==> src/core/pmi_pkg.sv <==
// constants and types shared by the mac-facing pin interface
// How it works
// - transmit data captured on the matching transmit clock
// - mii error sends invalid, then halt symbols
// - gmii error emits invalid code-groups in frame
// - receive clock per speed: 2.5, 25, 125; gigabit gives 50 here, the fastest the system clock can make
// - receive data driven synchronous to receive clock
// - data valid high while receive data present
// - rgmii transmit control carries enable and error
// - rgmii receive control carries valid and error
// - receive error flagged on receive clock; rgmii unused
// - half duplex collision on simultaneous tx/rx
// - collision low in full duplex and rgmii
// - half duplex carrier sense on tx or rx; carrier sense low in rgmii
// - full duplex carrier sense only on receive; held low at gigabit
// - mii transmit clock 2.5 or 25 mhz
package pmi_pkg;
	localparam int CLK_HZ   = 100_000_000;
	localparam int F10_HZ   = 2_500_000;
	localparam int F100_HZ  = 25_000_000;
	localparam int F1000_HZ = 125_000_000;
	localparam int DIV_W    = 8;

	// half period in system cycles, rounded down, never below one
	function automatic int half_cnt(input int f);
		int h;
		h = CLK_HZ / (2 * f);
		return (h < 1) ? 1 : h;
	endfunction

	localparam logic [DIV_W-1:0] HALF_10   = DIV_W'(half_cnt(F10_HZ));
	localparam logic [DIV_W-1:0] HALF_100  = DIV_W'(half_cnt(F100_HZ));
	localparam logic [DIV_W-1:0] HALF_1000 = DIV_W'(half_cnt(F1000_HZ));

	// bit positions in the synchronised transmit pin vector
	localparam int PIN_W  = 11;
	localparam int PB_CLK = 10;
	localparam int PB_ER  = 9;
	localparam int PB_EN  = 8;

	typedef enum logic [1:0] {
		PMI_MII   = 2'h0,
		PMI_GMII  = 2'h1,
		PMI_RGMII = 2'h2
	} pmi_mode_e;

	typedef enum logic [1:0] {
		PMI_S10   = 2'h0,
		PMI_S100  = 2'h1,
		PMI_S1000 = 2'h2
	} pmi_speed_e;

	typedef enum logic [1:0] {
		PMI_K_DATA  = 2'h0,
		PMI_K_INVAL = 2'h1,
		PMI_K_HALT  = 2'h2,
		PMI_K_END   = 2'h3
	} pmi_kind_e;
endpackage

==> src/core/pmi_clk_if.sv <==
// divider control and generated clock level with edge strobes
`timescale 1ns/1ps
interface pmi_clk_if;
	logic                      run;
	logic [pmi_pkg::DIV_W-1:0] half;
	logic                      lvl;
	logic                      rise;
	logic                      fall;
	modport gen (input run, input half, output lvl, output rise, output fall);
	modport snk (output run, output half, input lvl, input rise, input fall);
endinterface

==> src/core/pmi_clkgen.sv <==
// divider that makes an outgoing interface clock from the system clock
`timescale 1ns/1ps
module pmi_clkgen (
	// clock and reset
	input  wire logic clock,
	input  wire logic nrst,
	// divider control and generated clock
	pmi_clk_if.gen    ck
);
	logic [pmi_pkg::DIV_W-1:0] cnt_r;
	logic [pmi_pkg::DIV_W-1:0] cnt_nxt;
	logic                      lvl_r;
	logic                      lvl_nxt;
	logic                      flip;

	// >= lets a speed change shorten the current half period at once
	always_comb begin
		flip    = ck.run && (cnt_r >= ck.half - 1'b1);
		cnt_nxt = (flip || !ck.run) ? '0 : cnt_r + 1'b1;
		lvl_nxt = ck.run ? (lvl_r ^ flip) : 1'b0;
	end

	always_ff @(posedge clock or negedge nrst) begin
		if (!nrst) begin
			cnt_r <= '0;
			lvl_r <= 1'b0;
		end else begin
			cnt_r <= cnt_nxt;
			lvl_r <= lvl_nxt;
		end
	end

	assign ck.lvl  = lvl_r;
	assign ck.rise = flip && !lvl_r;
	assign ck.fall = lvl_r && (flip || !ck.run);
endmodule

==> src/core/pmi_top.sv <==
// mac-facing mii, gmii and rgmii pin logic of the transceiver
`timescale 1ns/1ps
module pmi_top (
	// clock and reset
	input  wire logic       clock,
	input  wire logic       nrst,
	// configuration from the transceiver core
	input  wire logic [1:0] mode,
	input  wire logic [1:0] speed,
	input  wire logic       full_duplex,
	// transmit pins from the mac
	input  wire logic       gtx_clk,
	input  wire logic [7:0] txd,
	input  wire logic       tx_en_ctl,
	input  wire logic       tx_er,
	output logic            tx_clk,
	// receive and status pins toward the mac
	output logic            rx_clk,
	output logic [7:0]      rxd,
	output logic            rx_dv_ctl,
	output logic            rx_er,
	output logic            col,
	output logic            crs,
	// transmit symbols toward the media side
	output logic            tx_sym_valid,
	output logic [7:0]      tx_sym,
	output logic [1:0]      tx_sym_kind,
	// receive bytes from the media side
	input  wire logic       rx_sym_valid,
	input  wire logic [7:0] rx_sym,
	input  wire logic       rx_sym_err,
	output logic            rx_sym_ready,
	input  wire logic       rx_carrier
);
	typedef enum logic [3:0] {
		TX_IDLE  = 4'h1,
		TX_DATA  = 4'h2,
		TX_INVAL = 4'h4,
		TX_HALT  = 4'h8
	} pmi_tx_e;

	typedef enum logic [2:0] {
		RX_IDLE = 3'h1,
		RX_LO   = 3'h2,
		RX_HI   = 3'h4
	} pmi_rx_e;

	logic is_mii;
	logic is_gmii;
	logic is_rgmii;
	logic is_gig;

	assign is_mii   = mode == pmi_pkg::PMI_MII;
	assign is_gmii  = mode == pmi_pkg::PMI_GMII;
	assign is_rgmii = mode == pmi_pkg::PMI_RGMII;
	assign is_gig   = speed == pmi_pkg::PMI_S1000;

	// pin synchronisers; d_r is one cycle older than s2_r so data taken
	// at a detected clock edge predates that edge and never races it
	logic [pmi_pkg::PIN_W-1:0] s1_r;
	logic [pmi_pkg::PIN_W-1:0] s2_r;
	logic [pmi_pkg::PIN_W-1:0] d_r;
	logic                      g_rise;
	logic                      g_fall;

	always_ff @(posedge clock or negedge nrst) begin
		if (!nrst) begin
			s1_r <= '0;
			s2_r <= '0;
			d_r  <= '0;
		end else begin
			s1_r <= {gtx_clk, tx_er, tx_en_ctl, txd};
			s2_r <= s1_r;
			d_r  <= s2_r;
		end
	end

	assign g_rise = s2_r[pmi_pkg::PB_CLK] && !d_r[pmi_pkg::PB_CLK];
	assign g_fall = !s2_r[pmi_pkg::PB_CLK] && d_r[pmi_pkg::PB_CLK];

	// outgoing clocks
	pmi_clk_if txc();
	pmi_clk_if rxc();

	assign txc.run  = is_mii && !is_gig;
	assign txc.half = (speed == pmi_pkg::PMI_S10) ? pmi_pkg::HALF_10
		: pmi_pkg::HALF_100;
	assign rxc.run  = 1'b1;
	// gigabit rx clock is the fastest this system clock can make
	assign rxc.half = (speed == pmi_pkg::PMI_S10) ? pmi_pkg::HALF_10
		: (speed == pmi_pkg::PMI_S100) ? pmi_pkg::HALF_100
		: pmi_pkg::HALF_1000;

	pmi_clkgen u_txc (
		.clock (clock),
		.nrst  (nrst),
		.ck    (txc)
	);

	pmi_clkgen u_rxc (
		.clock (clock),
		.nrst  (nrst),
		.ck    (rxc)
	);

	assign tx_clk = txc.lvl;
	assign rx_clk = rxc.lvl;

	// transmit path
	pmi_tx_e    tx_state_r;
	pmi_tx_e    tx_state_nxt;
	logic [3:0] lo_r;
	logic [3:0] lo_nxt;
	logic       lo_en_r;
	logic       lo_en_nxt;
	logic       sv_r;
	logic       sv_nxt;
	logic [7:0] sym_r;
	logic [7:0] sym_nxt;
	logic [1:0] kind_r;
	logic [1:0] kind_nxt;
	logic       u_valid;
	logic [7:0] u_data;
	logic       u_en;
	logic       u_er;

	always_comb begin
		u_data    = d_r[7:0];
		u_en      = d_r[pmi_pkg::PB_EN];
		u_er      = d_r[pmi_pkg::PB_ER];
		lo_nxt    = lo_r;
		lo_en_nxt = lo_en_r;
		if (is_rgmii) begin
			if (g_rise) begin
				lo_nxt    = d_r[3:0];
				lo_en_nxt = d_r[pmi_pkg::PB_EN];
			end
			// falling edge carries enable xor error
			u_valid = g_fall;
			u_data  = {d_r[3:0], lo_r};
			u_en    = lo_en_r;
			u_er    = lo_en_r ^ d_r[pmi_pkg::PB_EN];
		end else if (is_mii) begin
			u_valid = txc.rise;
			u_data  = {4'h0, d_r[3:0]};
		end else begin
			u_valid = g_rise;
		end
		tx_state_nxt = tx_state_r;
		sv_nxt       = 1'b0;
		sym_nxt      = sym_r;
		kind_nxt     = kind_r;
		if (u_valid) begin
			sym_nxt = u_data;
			sv_nxt  = 1'b1;
			if (u_en && u_er) begin
				if (is_mii && (tx_state_r == TX_INVAL
					|| tx_state_r == TX_HALT)) begin
					kind_nxt     = pmi_pkg::PMI_K_HALT;
					tx_state_nxt = TX_HALT;
				end else begin
					kind_nxt     = pmi_pkg::PMI_K_INVAL;
					tx_state_nxt = is_mii ? TX_INVAL : TX_DATA;
				end
			end else if (u_en) begin
				kind_nxt     = pmi_pkg::PMI_K_DATA;
				tx_state_nxt = TX_DATA;
			end else begin
				// error without enable (carrier extension) is not sent
				sv_nxt       = tx_state_r != TX_IDLE;
				kind_nxt     = pmi_pkg::PMI_K_END;
				tx_state_nxt = TX_IDLE;
			end
		end
	end

	always_ff @(posedge clock or negedge nrst) begin
		if (!nrst) begin
			tx_state_r <= TX_IDLE;
			lo_r       <= 4'h0;
			lo_en_r    <= 1'b0;
			sv_r       <= 1'b0;
			sym_r      <= 8'h00;
			kind_r     <= 2'h0;
		end else begin
			tx_state_r <= tx_state_nxt;
			lo_r       <= lo_nxt;
			lo_en_r    <= lo_en_nxt;
			sv_r       <= sv_nxt;
			sym_r      <= sym_nxt;
			kind_r     <= kind_nxt;
		end
	end

	assign tx_sym_valid = sv_r;
	assign tx_sym       = sym_r;
	assign tx_sym_kind  = kind_r;

	// receive path: a single holding byte, no deeper buffer
	pmi_rx_e    rx_state_r;
	pmi_rx_e    rx_state_nxt;
	logic [7:0] hold_r;
	logic [7:0] hold_nxt;
	logic       herr_r;
	logic       herr_nxt;
	logic       hval_r;
	logic       hval_nxt;
	logic [7:0] rxd_r;
	logic [7:0] rxd_nxt;
	logic       dv_r;
	logic       dv_nxt;
	logic       er_r;
	logic       er_nxt;
	logic       consume;
	logic       accept;

	always_comb begin
		rx_state_nxt = rx_state_r;
		rxd_nxt      = rxd_r;
		dv_nxt       = dv_r;
		er_nxt       = er_r;
		consume      = 1'b0;
		accept       = rx_sym_valid && !hval_r;
		// all pin updates happen on rx clock edges
		if (rxc.fall) begin
			if (is_mii && rx_state_r == RX_LO) begin
				rxd_nxt      = {4'h0, hold_r[7:4]};
				consume      = 1'b1;
				rx_state_nxt = RX_HI;
			end else if (hval_r) begin
				rxd_nxt      = is_gmii ? hold_r : {4'h0, hold_r[3:0]};
				dv_nxt       = 1'b1;
				er_nxt       = !is_rgmii && herr_r;
				consume      = is_gmii;
				rx_state_nxt = is_gmii ? RX_HI : RX_LO;
			end else begin
				rxd_nxt      = 8'h00;
				dv_nxt       = 1'b0;
				er_nxt       = 1'b0;
				rx_state_nxt = RX_IDLE;
			end
		end else if (rxc.rise && is_rgmii && rx_state_r == RX_LO) begin
			rxd_nxt      = {4'h0, hold_r[7:4]};
			dv_nxt       = !herr_r;
			consume      = 1'b1;
			rx_state_nxt = RX_HI;
		end
		hval_nxt = (hval_r && !consume) || accept;
		hold_nxt = accept ? rx_sym : hold_r;
		herr_nxt = accept ? rx_sym_err : herr_r;
	end

	always_ff @(posedge clock or negedge nrst) begin
		if (!nrst) begin
			rx_state_r <= RX_IDLE;
			hold_r     <= 8'h00;
			herr_r     <= 1'b0;
			hval_r     <= 1'b0;
			rxd_r      <= 8'h00;
			dv_r       <= 1'b0;
			er_r       <= 1'b0;
		end else begin
			rx_state_r <= rx_state_nxt;
			hold_r     <= hold_nxt;
			herr_r     <= herr_nxt;
			hval_r     <= hval_nxt;
			rxd_r      <= rxd_nxt;
			dv_r       <= dv_nxt;
			er_r       <= er_nxt;
		end
	end

	assign rxd          = rxd_r;
	assign rx_dv_ctl    = dv_r;
	assign rx_er        = er_r;
	assign rx_sym_ready = !hval_r;

	// collision and carrier sense, free of the interface clocks
	logic tx_act;
	logic col_r;
	logic col_nxt;
	logic crs_r;
	logic crs_nxt;

	assign tx_act = tx_state_r != TX_IDLE;

	always_comb begin
		col_nxt = !is_rgmii && !full_duplex && tx_act && rx_carrier;
		crs_nxt = 1'b0;
		if (!is_rgmii) begin
			crs_nxt = full_duplex ? (!is_gig && rx_carrier)
				: (tx_act || rx_carrier);
		end
	end

	always_ff @(posedge clock or negedge nrst) begin
		if (!nrst) begin
			col_r <= 1'b0;
			crs_r <= 1'b0;
		end else begin
			col_r <= col_nxt;
			crs_r <= crs_nxt;
		end
	end

	assign col = col_r;
	assign crs = crs_r;

	logic rx_ev;
	assign rx_ev = rxc.rise || rxc.fall;
endmodule

==> config.mk <==
export PLATFORM = sky130hd
export DESIGN_NAME = pmi_top
export DESIGN_NICKNAME = d
export VERILOG_FILES = /design/src/core/pmi_pkg.sv /design/src/core/pmi_clk_if.sv /design/src/core/pmi_clkgen.sv /design/src/core/pmi_top.sv
export SDC_FILE = /design/constraint.sdc
export NUM_CORES = 1
export LEC_CHECK = 0
export BUFFER_PORTS_ARGS = -buffer_cell sky130_fd_sc_hd__buf_2
export CAP_MARGIN = 25
export CORE_ASPECT_RATIO = 1.4
export CORE_MARGIN = 8
export CORE_UTILIZATION = 34
export DETAILED_ROUTE_END_ITERATION = 8
export PLACE_DENSITY = 0.63
export SLEW_MARGIN = 20
export SYNTH_ARGS = -nofsm -noshare
export SYNTH_HDL_FRONTEND = slang
export SYNTH_SLANG_ARGS = --single-unit
==> constraint.sdc <==
create_clock -name clock -period 2.4 [get_ports clock]
set_input_delay 0.36 -clock clock [delete_from_list [all_inputs] [get_ports clock]]
set_output_delay 0.36 -clock clock [all_outputs]
set_load 0.01 [all_outputs]
# Word level (Yosys, flattened, before mapping)
# Index checks and enable logic that the tools add are counted.
# word_totals
reg_bits	96
input_bits	29
out_inout_bits	26
word_cells	124
# classes
addsub	4
n_lt_le_gt_ge	2
n_eq_ne	9
muxes	43
n_bitwise	4
n_reduce_logical	40
# ops
op	n
$mux 8	9
$logic_and 1x1->1	19
$mux 1	19
$mux 3	6
$add 8x1->8 const B	2
$ge 8x8->1	2
$sub 5x1->6 const B	2
$logic_not 1->1	11
$mux 2	5
$mux 5	2
$mux 4	2
$reduce_and 2->1	3
$eq 2x1->1 const B	2
$eq 2x2->1 const B	2
$eq 4x3->1 const B	1
$eq 4x4->1 const B	1
$logic_not 2->1	2
$logic_or 1x1->1	4
$ne 4x1->1 const B	1
$eq 3x2->1 const B	1
$xor 1x1->1	3
$ne 2x2->1 const B	1
$reduce_bool 2->1	1
$not 1->1	1

# Logic depth before layout (Yosys ltp)
# Gate-level depths: netlist of run 1.
# depth
ltp_word	13
depth_mapped	10
ltp_nobuf	9

# By module
# Synthesis of run 1 repeated with hierarchy kept, for this count alone.
# hier_totals
hier_cells	369
area_unflattened_um2	4405.5
# by_module_without_submodules
module	n_inst	cells_per_inst	area_per_inst_um2	seq_area_each_um2
pmi_top	1	220	2941.6	1954.4
pmi_clkgen at u_rxc	1	75	737.0	225.2
pmi_clkgen at u_txc	1	74	726.9	225.2

# Worst setup path before layout of run 1
# Ideal clock, no wire load.
# synth_timing
path_type	input to register
start	in speed[0]
end	reg dv_r, in the netlist rx_dv_ctl
setup_ns	0.094
arrival_time_ns	2.514
required_ns	2.306
path_slack_ns	-0.208
path_stages	9
path_buffers	1
cell_sequence	or2_2 ha_1 a2111oi_2 o211ai_1 ha_1 buf_2 a31oi_2 nor3b_1 a211oi_1
# synth_between
elab_chain_len	10
word_cells_on_any_way	14
cone_classes	add/sub (1); order compare (1); eq/ne (2); mux (3); reduce/logical (7)
# synth_rtl
item	line_no	text
from (decl)	pmi_top.sv:9	input wire logic [1:0] speed,
$eq 2x1->1	pmi_top.sv:91	: (speed == pmi_pkg::PMI_S100) ? pmi_pkg::HALF_100
$mux 2	pmi_top.sv:91	
$mux 5 *	pmi_top.sv:90	assign rxc.half = (speed == pmi_pkg::PMI_S10) ? pmi_pkg::HALF_10
$sub 5x1->6 *	pmi_clkgen.sv:18	flip = ck.run && (cnt_r >= ck.half - 1'b1);
$ge 8x8->1 *	pmi_clkgen.sv:18	
$logic_and 1x1->1	pmi_clkgen.sv:34	assign ck.rise = flip && !lvl_r;
$logic_and 1x1->1 (2 in a row)	pmi_top.sv:242	end else if (rxc.rise && is_rgmii && rx_state_r == RX_LO) begin
$reduce_bool 2->1 (no line)	n/a	
$reduce_and 2->1 (no line)	n/a	
to (signal assigned)	pmi_top.sv:268	dv_r <= dv_nxt;
to (decl)	pmi_top.sv:210	logic dv_r;
# Mark *: on every way between the ends. The rest lies on a longest branch, timed or not.
# A chain may end at the register's enable or synchronous reset.

# Worst setup path after layout of run 1
# layout_timing
start	reg u_txc.cnt_r[1] in the netlist's numbering
end	reg tx_state_r[0]
# layout_between
elab_chain_len	5
# layout_rtl
item	line_no	text
from (decl)	pmi_clkgen.sv:10	logic [pmi_pkg::DIV_W-1:0] cnt_r;
from (signal assigned)	pmi_clkgen.sv:28	cnt_r <= cnt_nxt;
$ge 8x8->1	pmi_clkgen.sv:18	
$logic_and 1x1->1	pmi_clkgen.sv:18	
$logic_and 1x1->1	pmi_clkgen.sv:34	
$mux 1	pmi_top.sv:143	end else if (is_mii) begin
$mux 1	pmi_top.sv:133	if (is_rgmii) begin
to (signal assigned)	pmi_top.sv:186	tx_state_r <= tx_state_nxt;
to (decl)	pmi_top.sv:110	pmi_tx_e tx_state_r;
# Every way passes these cells.

==> results.py, run 1 <==
metrics = {
    "run_status": {
        "status": "finished clean",
    },
    "route": {
        "firstDrtPassIters": 4,
        "wire_per_inst_um": 14.3,
        "drtAntennaViolNets": 0,
        "viasPerCell": 4.57,
        "drt-initial-drc-count": 97,
        "vias": 2369,
        "routed_wirelength_um": 7400,
        "route.detailed.drc": 0,
    },
    "power_and_ir_drop": {
        "p_switching_mw": 1.27,
        "power.share.clock_pct": 30.9,
        "vdd_drop_max_uv": 356,
        "power_density_nw_per_um2": 960,
        "intPower_mw": 3.25,
        "pwr-share-comb_pct": 22.0,
        "switching_share_pct": 28.1,
        "p_leak_nw": 2.20,
        "seq_power_share_pct": 47.0,
    },
    "setup_path": {
        "end_kind": "flop",
        "rr_endpoint": "tx_state_r[0]",
        "r2r-start": "u_txc.cnt_r[1]",
        "cp_data_required_time_ns": 2.67,
        "regToRegSetupSlack_ns": 0.11,
        "worstSetupPathType": "reg -> reg",
        "cp_max_fo": 6,
        "worstRegToRegCells": 8,
        "cp-start-kind": "flop",
        "cp.arrival_ns": 2.56,
    },
    "cells_and_area": {
        "area_growth_syn_to_layout_pct": 24.7,
        "drive_above_1_share_pct": 34.0,
        "nNetsFinal": 412,
        "antenna_cells": 0,
        "fin_util_pct": 43.3,
        "layoutNonFillerInstCount": 518,
    },
    "min_path": {
        "min_to": "s1_r[9]",
        "hold_depth": 1,
        "hp-class": "in -> reg",
        "min-delay-start": "tx_er",
    },
    "synth": {
        "synthMuxAreaShare_pct": 6.16,
        "ys_async_sr_fraction_pct": 100,
        "synth_top_family_by_area": "simple AND/OR/NAND/NOR gates",
        "synthFlopType": "dfrtp_1",
        "yosys.area_share.simple_pct": 11.2,
        "synth.yosys.seq_area_share_pct": 63.7,
        "yosys.area.top_type_share_pct": 62.3,
        "yosys.area_share.adder_pct": 3.64,
        "yosys.area.top_type": "dfrtp_1",
        "synth_area_leaders": "dfrtp_1, mux2_2, ha_1",
        "synth_warnings": 0,
        "yosysMostFrequentCell": "dfrtp_1",
        "syn_area_um2": 3780,
        "synth_cell_types": 54,
        "ys_ff_latch": 96,
        "postSynthCellCount": 294,
        "avgSynthCellArea_um2": 12.8,
        "synth_edf_count": 0,
        "synth_xor_area_share_pct": 2.09,
        "synth_compound_gate_area_share_pct": 10.4,
        "netlist_top_cells_count": "dfrtp_1, nor2_1, nand2_1, mux2_2",
    },
    "run": {
        "drv_cap": 0,
    },
    "grt": {
        "grt_pass1_wl_um": 12700,
        "grt_max_degree": 48,
        "grt_pass1_vias": 2572,
        "grt_antenna_before_repair": 0,
        "grt_usage_pct": 10.8,
        "grt_overflow": 0,
    },
    "sta": {
        "hold_viol": 0,
        "post-route-period-util_pct": 95.5,
        "slew-limit-headroom_pct": 57.8,
        "period_needed_ns": 2.29,
        "maxSlewViolCount": 0,
        "worst_pin_slew_ns": 0.631,
        "fmax_mhz": 436,
        "setup_violations": 0,
        "clock_skew_ns": 0.00731,
    },
    "die": {
        "die_w_um": 105,
        "start_util_pct": 34.7,
        "placementRows": 45,
        "core_um2": 10900,
        "die_h_um": 141,
        "ios": 55,
        "fp.dieArea_um2": 14800,
    },
    "cts": {
        "cts_buffer_depth": 2,
        "cts-root-buf": "clkbuf_16",
        "cts_tree": "built",
        "htreeDepth": 3,
        "cts-buffers-inserted": 9,
        "cts.sinks": 96,
        "clk-insertion-delay-late_ns": 0.34,
        "clkTransAtPathRegs_ns": 0.06,
    },
    "placed_design": {
        "io_buffers": 54,
        "place.gp.congestion": 0.785,
        "dp_cells": 496,
        "hpwl_um": 5520,
    },
}
-- cell type report --
class | instances | area (um^2)
clock buffers | 11 | 243
repair buffers | 73 | 455
fillers | 1012 | 6160
clock inverters | 5 | 56.3
flip-flops and latches | 96 | 2400
inverters | 9 | 33.8
well taps | 141 | 176
multi-input cells | 183 | 1340
-- worst max-delay path, cell delays in order, from the launching register on --
cell and delay [ns]:
dfrtp_1 0.43, ha_4 0.25, a2111o_1 0.37, a21oi_2 0.17
nor2_1 0.07, ha_2 0.19, a221oi_4 0.30, buf_12 0.16
mux2_4 0.29
-- cells by family (layout without fill, tap and decap cells) --
group / count (synthesis) / after routing
flip-flops: 96 / 96
AND/OR/NAND/NOR: 84 / 84
AO/OA/AOI/OAI: 54 / 54
multiplexers: 21 / 21
buffers and inverters: 17 / 98
adder cells (fa/ha/maj): 11 / 11
XOR/XNOR: 9 / 9
other: 2 / 4
-- state kept, by name, indices dropped and copies added (netlist names), 2 cells and up --
register / cells
rxd: 8
u_rxc.cnt_r: 8
tx_sym: 8
tx_state_r: 4
tx_sym_kind: 2
lo_r: 4
rx_state_r: 3
hold_r: 8
s1_r: 11
d_r: 11
s2_r: 11
u_txc.cnt_r: 8
-- cells in the final DEF, fill, tap and decap left out, drive strengths merged, types with 3 or more instances in the layout --
cell type / count
dfrtp: 94
buf: 72
nor2: 28
nand2: 23
o21ai: 19
mux2: 15
clkbuf: 11
ha: 11
a21oi: 10
inv: 9
nand3: 7
mux2i: 6
xor2: 5
a31oi: 5
xnor2: 4
a22oi: 4
a22o: 4
conb: 4
nor2b: 4
and3: 3
o31ai: 3
nand2b: 3
or2: 3
clkinv: 3
-- power by group through the flow --
stage               clock, mW  combinational (mW)  sequential, mW
floorplan                   0               0.582            2.14
global placement            0               0.951            2.15
detailed placement          0               0.976            2.16
CTS                      1.45               0.979            2.13
global route             1.52                1.11            2.17
finish                   1.40               0.997            2.13
-- worst max-delay path by stage --
stage	startpoint	cells after the start	end	slack, ns
finish	u_txc.cnt_r[1]	8	tx_state_r[0]	0.11
global route	u_rxc.cnt_r[1]	8	hval_r	-0.01
CTS	u_txc.cnt_r[1]	8	tx_state_r[0]	0.01
global placement	speed[0]	10	tx_state_r[0]	-0.24
detailed placement	speed[0]	10	tx_state_r[0]	-0.27
floorplan	speed[0]	8	tx_state_r[0]	-0.07
-- through the flow --
stage	power [mW]	hold slack, ns	worst slack [ns]	cell area, um^2	setup TNS, ns
after floorplan	2.72	0.0644	-0.0700	3820	-0.635
after global placement	3.10	0.285	-0.236	4340	-3.69
after detailed placement	3.13	0.289	-0.270	4340	-5.04
after CTS	4.56	0.111	0.0131	4650	0
after global routing	4.80	0.113	-0.0142	4710	-0.0142
final	4.52	0.126	0.108	4710	0
-- timing repair --
| item | CTS | global route |
|---|---|---|
| setup buffers | 0 | 5 |
| pin swaps | 0 | 8 |
| hold endpoints to repair | 23 | 0 |
| gates cloned | 0 | 0 |
| resized for setup | 1 | 5 |
| setup endpoints to repair | 2 | 25 |
| hold buffers | 1 | 0 |
-- metal layers --
metal  vias up  track usage, %  routed length, um
li1       1173               -                  -
met1      1138            11.8               3010
met2        44            18.7               3950
met3        14            2.05                217
met4         0            7.54                218
met5         -               0                  0
Note: power is estimated with default switching activity, not from simulation.
==> inputs of run 2 (changes only) <==
--- a/config.mk
+++ b/config.mk
@@ -5,6 +5,7 @@
 export SDC_FILE = /design/constraint.sdc
 export NUM_CORES = 1
 export LEC_CHECK = 0
+export ABC_AREA = 1
 export BUFFER_PORTS_ARGS = -buffer_cell sky130_fd_sc_hd__buf_2
 export CAP_MARGIN = 25
 export CORE_ASPECT_RATIO = 1.4
==> results.py, run 2 <==
metrics = {
    "run_status": {
        "status": "finished clean",
    },
    "die": {
        "fp.dieArea_um2": 15100,
        "core_um2": 11200,
        "placementRows": 46,
        "ios": 55,
        "start_util_pct": 34.4,
        "die_h_um": 142,
        "die_w_um": 106,
    },
    "cts": {
        "clk-insertion-delay-late_ns": 0.35,
        "ctsHoldBuffers": 0,
        "htreeDepth": 3,
        "cts_tree": "built",
        "clkTransAtPathRegs_ns": 0.07,
        "cts_buffer_depth": 2,
        "cts.sinks": 96,
        "ctsResizeCount": 0,
        "post_cts_buffers": 0,
        "cts-root-buf": "clkbuf_16",
        "cts-buffers-inserted": 9,
    },
    "sta": {
        "worst_pin_slew_ns": 0.514,
        "setup_violations": 0,
        "post-route-period-util_pct": 86.8,
        "fmax_mhz": 480,
        "period_needed_ns": 2.08,
        "hold_viol": 0,
        "clock_skew_ns": 0.00572,
        "rsz0062_at_grt": "no",
        "setup_tns_ns": 0,
        "fin_hold_ws_ns": 0.0200,
        "maxSlewViolCount": 0,
        "slew-limit-headroom_pct": 65.7,
    },
    "setup_path": {
        "worstSetupStartpoint": "u_rxc.cnt_r[5]",
        "slowest_delay_ns": 0.41,
        "rr_endpoint": "rxd[6]",
        "cp_max_fo": 6,
        "cp-start-kind": "flop",
        "critPathMostFrequentCell": "nand2_1",
        "end_kind": "flop",
        "worstSetupPathType": "reg -> reg",
        "path_buf_inv": 1,
        "cp_data_required_time_ns": 2.66,
        "slowest_stage": "dfrtp_1",
        "worstRegToRegCells": 10,
        "critPathTopFamily": "simple AND/OR/NAND/NOR gates",
        "regToRegSetupSlack_ns": 0.32,
        "critPathCapture": "rxd[6]",
        "cp.arrival_ns": 2.34,
        "cp_num_cells": 10,
        "path_cells": "ha_1 > nand2_1 > nor2_1 > nand3b_1 > nand3_1 > ha_1 > nand2_1 > inv_1 > nand2_1 > o21ai_0",
        "r2r-start": "u_rxc.cnt_r[5]",
    },
    "route": {
        "vias": 2567,
        "wire_per_inst_um": 12.3,
        "drt-initial-drc-count": 110,
        "firstDrtPassIters": 4,
        "viasPerCell": 4.31,
        "drtAntennaViolNets": 0,
        "routed_wirelength_um": 7330,
        "route.detailed.drc": 0,
    },
    "synth": {
        "yosys.area.top_type": "dfrtp_1",
        "yosys.area_share.adder_pct": 3.57,
        "synth_xor_area_share_pct": 1.82,
        "avgSynthCellArea_um2": 10.2,
        "synth_edf_count": 0,
        "yosys.area.top_type_share_pct": 61.0,
        "syn_area_um2": 3860,
        "ys_async_sr_fraction_pct": 100,
        "synth_area_leaders": "dfrtp_1, nand2_1, nand3_1",
        "synth_top_family_by_area": "simple AND/OR/NAND/NOR gates",
        "synth_cell_types": 34,
        "yosys.area_share.simple_pct": 21.2,
        "synth_warnings": 0,
        "yosysMostFrequentCell": "nand2_1",
        "synthFlopType": "dfrtp_1",
        "synthMuxAreaShare_pct": 1.46,
        "synth_compound_gate_area_share_pct": 4.67,
        "netlist_top_cells_count": "nand2_1, dfrtp_1, nor2_1, inv_1, nand3_1",
        "postSynthCellCount": 380,
        "synth.yosys.seq_area_share_pct": 62.3,
        "ys_ff_latch": 96,
    },
    "grt": {
        "grt_antenna_before_repair": 0,
        "grt_pass1_wl_um": 12200,
        "grt_overflow": 0,
        "grt_pass1_vias": 2592,
        "grt_usage_pct": 10.4,
        "grt_max_degree": 97,
    },
    "cells_and_area": {
        "nFillCells": 1112,
        "area_growth_syn_to_layout_pct": 19.9,
        "final_cell_mix": "nand2_1, dfrtp_1, buf_2, nor2_1, inv_1",
        "layoutNonFillerInstCount": 595,
        "nNetsFinal": 486,
        "drive_above_1_share_pct": 22.0,
        "fin_util_pct": 41.2,
        "antenna_cells": 0,
        "final_common_cell": "nand2_1",
        "top_regs": "d_r: 11 flops, s1_r: 11 flops, s2_r: 11 flops",
    },
    "placed_design": {
        "hpwl_um": 5390,
        "io_buffers": 54,
        "place.gp.congestion": 0.775,
        "dp_cells": 579,
    },
    "power_and_ir_drop": {
        "power_density_nw_per_um2": 957,
        "vdd_drop_max_uv": 388,
        "p_leak_nw": 2.36,
    },
    "run": {
        "drv_cap": 0,
    },
    "min_path": {
        "hp-class": "in -> async",
    },
}
run 2: final cells by class:
| type | count | area [um^2] | share of cell area, % |
|---|---|---|---|
| Multi-Input combinational cell | 244 | 1280 | 27.7 |
| Clock inverter | 6 | 67.6 | 1.46 |
| Inverter | 37 | 139 | 3.00 |
| Timing Repair Buffer | 58 | 315 | 6.82 |
| Sequential cell | 96 | 2400 | 52.0 |
| Tap cell | 144 | 180 | 3.90 |
| Clock buffer | 10 | 239 | 5.17 |
run 2: power by group:
group | internal [mW] | switching (mW) | total, mW
clock network | 0.839 | 0.608 | 1.45
registers | 1.92 | 0.174 | 2.09
logic | 0.354 | 0.537 | 0.891
run 2: cells by family (layout without fill, tap and decap cells):
| kind of cell | after synthesis | after routing |
|---|---|---|
| AOI/OAI and AO/OA | 33 | 33 |
| xor gates and xnor gates | 8 | 8 |
| adders and majority gates | 11 | 11 |
| buffers and inverters | 42 | 111 |
| DFF | 96 | 96 |
| muxes | 5 | 5 |
| other | 2 | 4 |
| and+or+nand+nor | 183 | 183 |
run 2: worst min path at each step:
stage	from	to	slack (ns)	cells past startpoint
after floorplan	nrst	col	0.06	0
after global placement	s1_r[8]	s2_r[8]	0.34	0
after detailed placement	s2_r[7]	d_r[7]	0.33	0
after CTS	nrst	u_txc.cnt_r[0]	0.07	2
after global routing	nrst	u_txc.cnt_r[1]	0.09	2
final	nrst	u_txc.cnt_r[0]	0.02	2
run 2: per-layer routing:
metal	vias to the layer above	wire length, um	GRT usage [%]
li1	1333	-	-
met3	15	323	3.13
met1	1173	3300	12.0
met5	-	0	0
met4	0	231	6.99
met2	46	3480	16.1
run 2: metrics by stage:
step	setup slack [ns]	area [um^2]	total power, mW
floorplan	0.343	3860	2.68
global placement	0.158	4320	3.01
detailed placement	0.0932	4320	3.03
CTS	0.282	4620	4.49
global route	0.158	4620	4.70
finish	0.317	4620	4.43
==> inputs of run 3 (changes only) <==
--- a/config.mk
+++ b/config.mk
@@ -12,8 +12,11 @@
 export CORE_MARGIN = 8
 export CORE_UTILIZATION = 34
 export DETAILED_ROUTE_END_ITERATION = 8
-export PLACE_DENSITY = 0.63
+export MAX_ROUTING_LAYER = met4
+export PLACE_DENSITY = 0.62
+export RECOVER_POWER = 50
 export SLEW_MARGIN = 20
 export SYNTH_ARGS = -nofsm -noshare
 export SYNTH_HDL_FRONTEND = slang
+export SYNTH_HIERARCHICAL = 1
 export SYNTH_SLANG_ARGS = --single-unit
==> results.py, run 3 <==
metrics = {
    "cts": {
        "cts_tree": "built",
        "clk-insertion-delay-late_ns": 0.34,
        "clkTransAtPathRegs_ns": 0.07,
        "ctsHoldBuffers": 0,
        "cts_buffer_depth": 2,
        "cts-root-buf": "clkbuf_16",
        "cts-buffers-inserted": 9,
        "cts.sinks": 96,
        "htreeDepth": 3,
    },
    "setup_path": {
        "worstRegToRegCells": 15,
        "worstSetupStartpoint": "speed[0]",
        "cp_max_fo": 3,
        "path_buf_inv": 6,
        "slowest_delay_ns": 0.27,
        "regToRegSetupSlack_ns": 0.30,
        "slowest_stage": "ha_1",
        "cp_data_required_time_ns": 2.63,
        "critPathCapture": "rxd[0]",
        "worstSetupPathType": "in -> reg",
        "cp.arrival_ns": 2.63,
        "critPathTopFamily": "simple AND/OR/NAND/NOR gates",
        "cp_num_cells": 21,
        "end_kind": "flop",
        "cp-start-kind": "input pin",
        "rr_endpoint": "rxd[0]",
        "r2r-start": "u_rxc/cnt_r[0]",
        "path_cells": "buf_8 > inv_4 > nor2_4 > inv_1 > ha_2 > nand2_2 > nor3_2 > xor2_1 > inv_1 > ha_1 > nand2_1 > nor2_1 > nand2_2 > a21oi_2 > ha_2 > inv_4 > nor2_8 > nand2_4 > buf_4 > nand3_1 > nand3_1",
    },
    "cells_and_area": {
        "final_common_cell": "dfrtp_1",
        "nNetsFinal": 645,
        "area_growth_syn_to_layout_pct": 30.5,
        "regArea_um2": 2400,
        "final_cell_mix": "dfrtp_1, nand2_1, inv_1, buf_2, nor2_1",
        "top_regs": "d_r: 11 flops, s1_r: 11 flops, s2_r: 11 flops",
        "antenna_cells": 0,
        "drive_above_1_share_pct": 32.9,
        "fin_area_um2": 5860,
        "nFillCells": 1211,
        "multi_input_area_um2": 2150,
    },
    "route": {
        "drtAntennaViolNets": 0,
        "drt-initial-drc-count": 88,
        "firstDrtPassIters": 6,
        "wire_per_inst_um": 12.5,
        "vias": 3392,
        "routed_wirelength_um": 9430,
        "route.detailed.drc": 0,
        "viasPerCell": 4.51,
    },
    "min_path": {
        "min-delay-start": "txd[1]",
        "hp-class": "in -> reg",
    },
    "grt": {
        "grt_max_degree": 50,
        "grt_pass1_vias": 3380,
        "grt_pass1_wl_um": 15400,
        "grt_usage_pct": 11.3,
        "grt.met1_usage_pct": 12.3,
        "grt_overflow": 0,
        "grt_antenna_before_repair": 0,
        "gr-usage-met3_pct": 2.18,
        "met2_usage_pct": 19.8,
        "busiest_layer": "met2",
    },
    "sta": {
        "worst_slack_ns": -0.00575,
        "clock_skew_ns": 0.00681,
        "post-route-period-util_pct": 100,
        "maxSlewViolCount": 0,
        "worst_pin_slew_ns": 1.18,
        "rsz0062_at_grt": "yes",
        "hold_viol": 0,
        "setup_tns_ns": -0.00575,
        "slew-limit-headroom_pct": 21.0,
        "fmax_mhz": 416,
        "period_needed_ns": 2.41,
        "setup_violations": 1,
    },
    "placed_design": {
        "place.gp.congestion": 0.813,
        "place_ws_ns": -0.471,
        "dpl_cell_area_um2": 5250,
        "hpwl_um": 6980,
        "io_buffers": 54,
    },
    "power_and_ir_drop": {
        "vdd_drop_max_uv": 385,
        "power.share.clock_pct": 34.1,
        "p_switching_mw": 1.29,
        "p_leak_nw": 2.97,
        "seq_power_share_pct": 46.8,
        "pwr-share-comb_pct": 19.0,
        "power_density_nw_per_um2": 741,
        "intPower_mw": 3.05,
        "switching_share_pct": 29.7,
    },
    "run": {
        "drv_cap": 0,
    },
    "run_status": {
        "status": "complete, but fails checks",
        "violations": "negative setup slack",
    },
    "synth": {
        "avgSynthCellArea_um2": 9.28,
        "postSynthCellCount": 484,
        "syn_area_um2": 4490,
        "synth_warnings": 6,
    },
    "die": {
        "die_h_um": 152,
        "placementRows": 49,
        "fp.dieArea_um2": 17200,
        "die_w_um": 113,
        "ios": 55,
        "start_util_pct": 34.9,
        "core_um2": 12900,
    },
}
run 3: worst register-to-register path: stages, from the launching register on:
cell and delay [ns]:
dfrtp_1 0.41, inv_1 0.07, ha_1 0.27, nand2_1 0.05
nor2_1 0.10, nor2_1 0.05, nand2_1 0.08, nand2_2 0.07
a21oi_2 0.14, ha_2 0.20, inv_4 0.05, nor2_8 0.12
nand2_4 0.08, buf_4 0.16, nand3_1 0.06, nand3_1 0.08
run 3: power by group through the flow:
stage	combinational (mW)	clock, mW	sequential (mW)
after floorplan	0.452	0	2.06
after global placement	0.754	0	2.04
after detailed placement	0.776	0	2.05
after CTS	0.791	1.51	2.02
after global routing	0.939	1.58	2.07
final	0.827	1.48	2.04
run 3: metrics by stage:
stage | hold slack (ns) | std cells | util (%) | power [mW]
floorplan | 0.0644 | 503 | - | 2.51
global placement | 0.332 | 728 | 40.8 | 2.80
detailed placement | 0.335 | 728 | 40.8 | 2.83
CTS | 0.0481 | 748 | 43.7 | 4.33
global route | 0.107 | 752 | 45.5 | 4.59
finish | 0.122 | 752 | 45.5 | 4.35
run 3: how the worst min path moves through the flow:
stage | depth (start not counted) | to
after global placement | 0 | d_r[2]
final | 1 | s1_r[1]
after CTS | 1 | s1_r[1]
after detailed placement | 0 | d_r[7]
after global routing | 1 | s1_r[1]
after floorplan | 0 | col
run 3: cell type report:
cell class | instances | share of cell area (%)
clock inverters | 7 | 1.51
inverters | 62 | 4.22
repair buffers | 86 | 9.41
multi-input cells | 338 | 36.7
repair inverters | 1 | 0.0853
well taps | 153 | 3.26
flip-flops and latches | 96 | 41.0
clock buffers | 9 | 3.84
run 3: timing repair:
action | in CTS | in global routing
endpoints found under the setup margin | 25 | 29
gates cloned | 1 | 1
buffers inserted | 3 | 3
resized for setup | 12 | 64
pin swaps | 12 | 49
run 3: layer usage:
layer  part of all wire, %  wire (um)  vias to the layer above
met1                    42       3910                     1604
met5                     0          0                        -
met4                   1.7        163                        0
li1                      -          -                     1731
met3                   2.3        219                       12
met2                    54       5130                       45
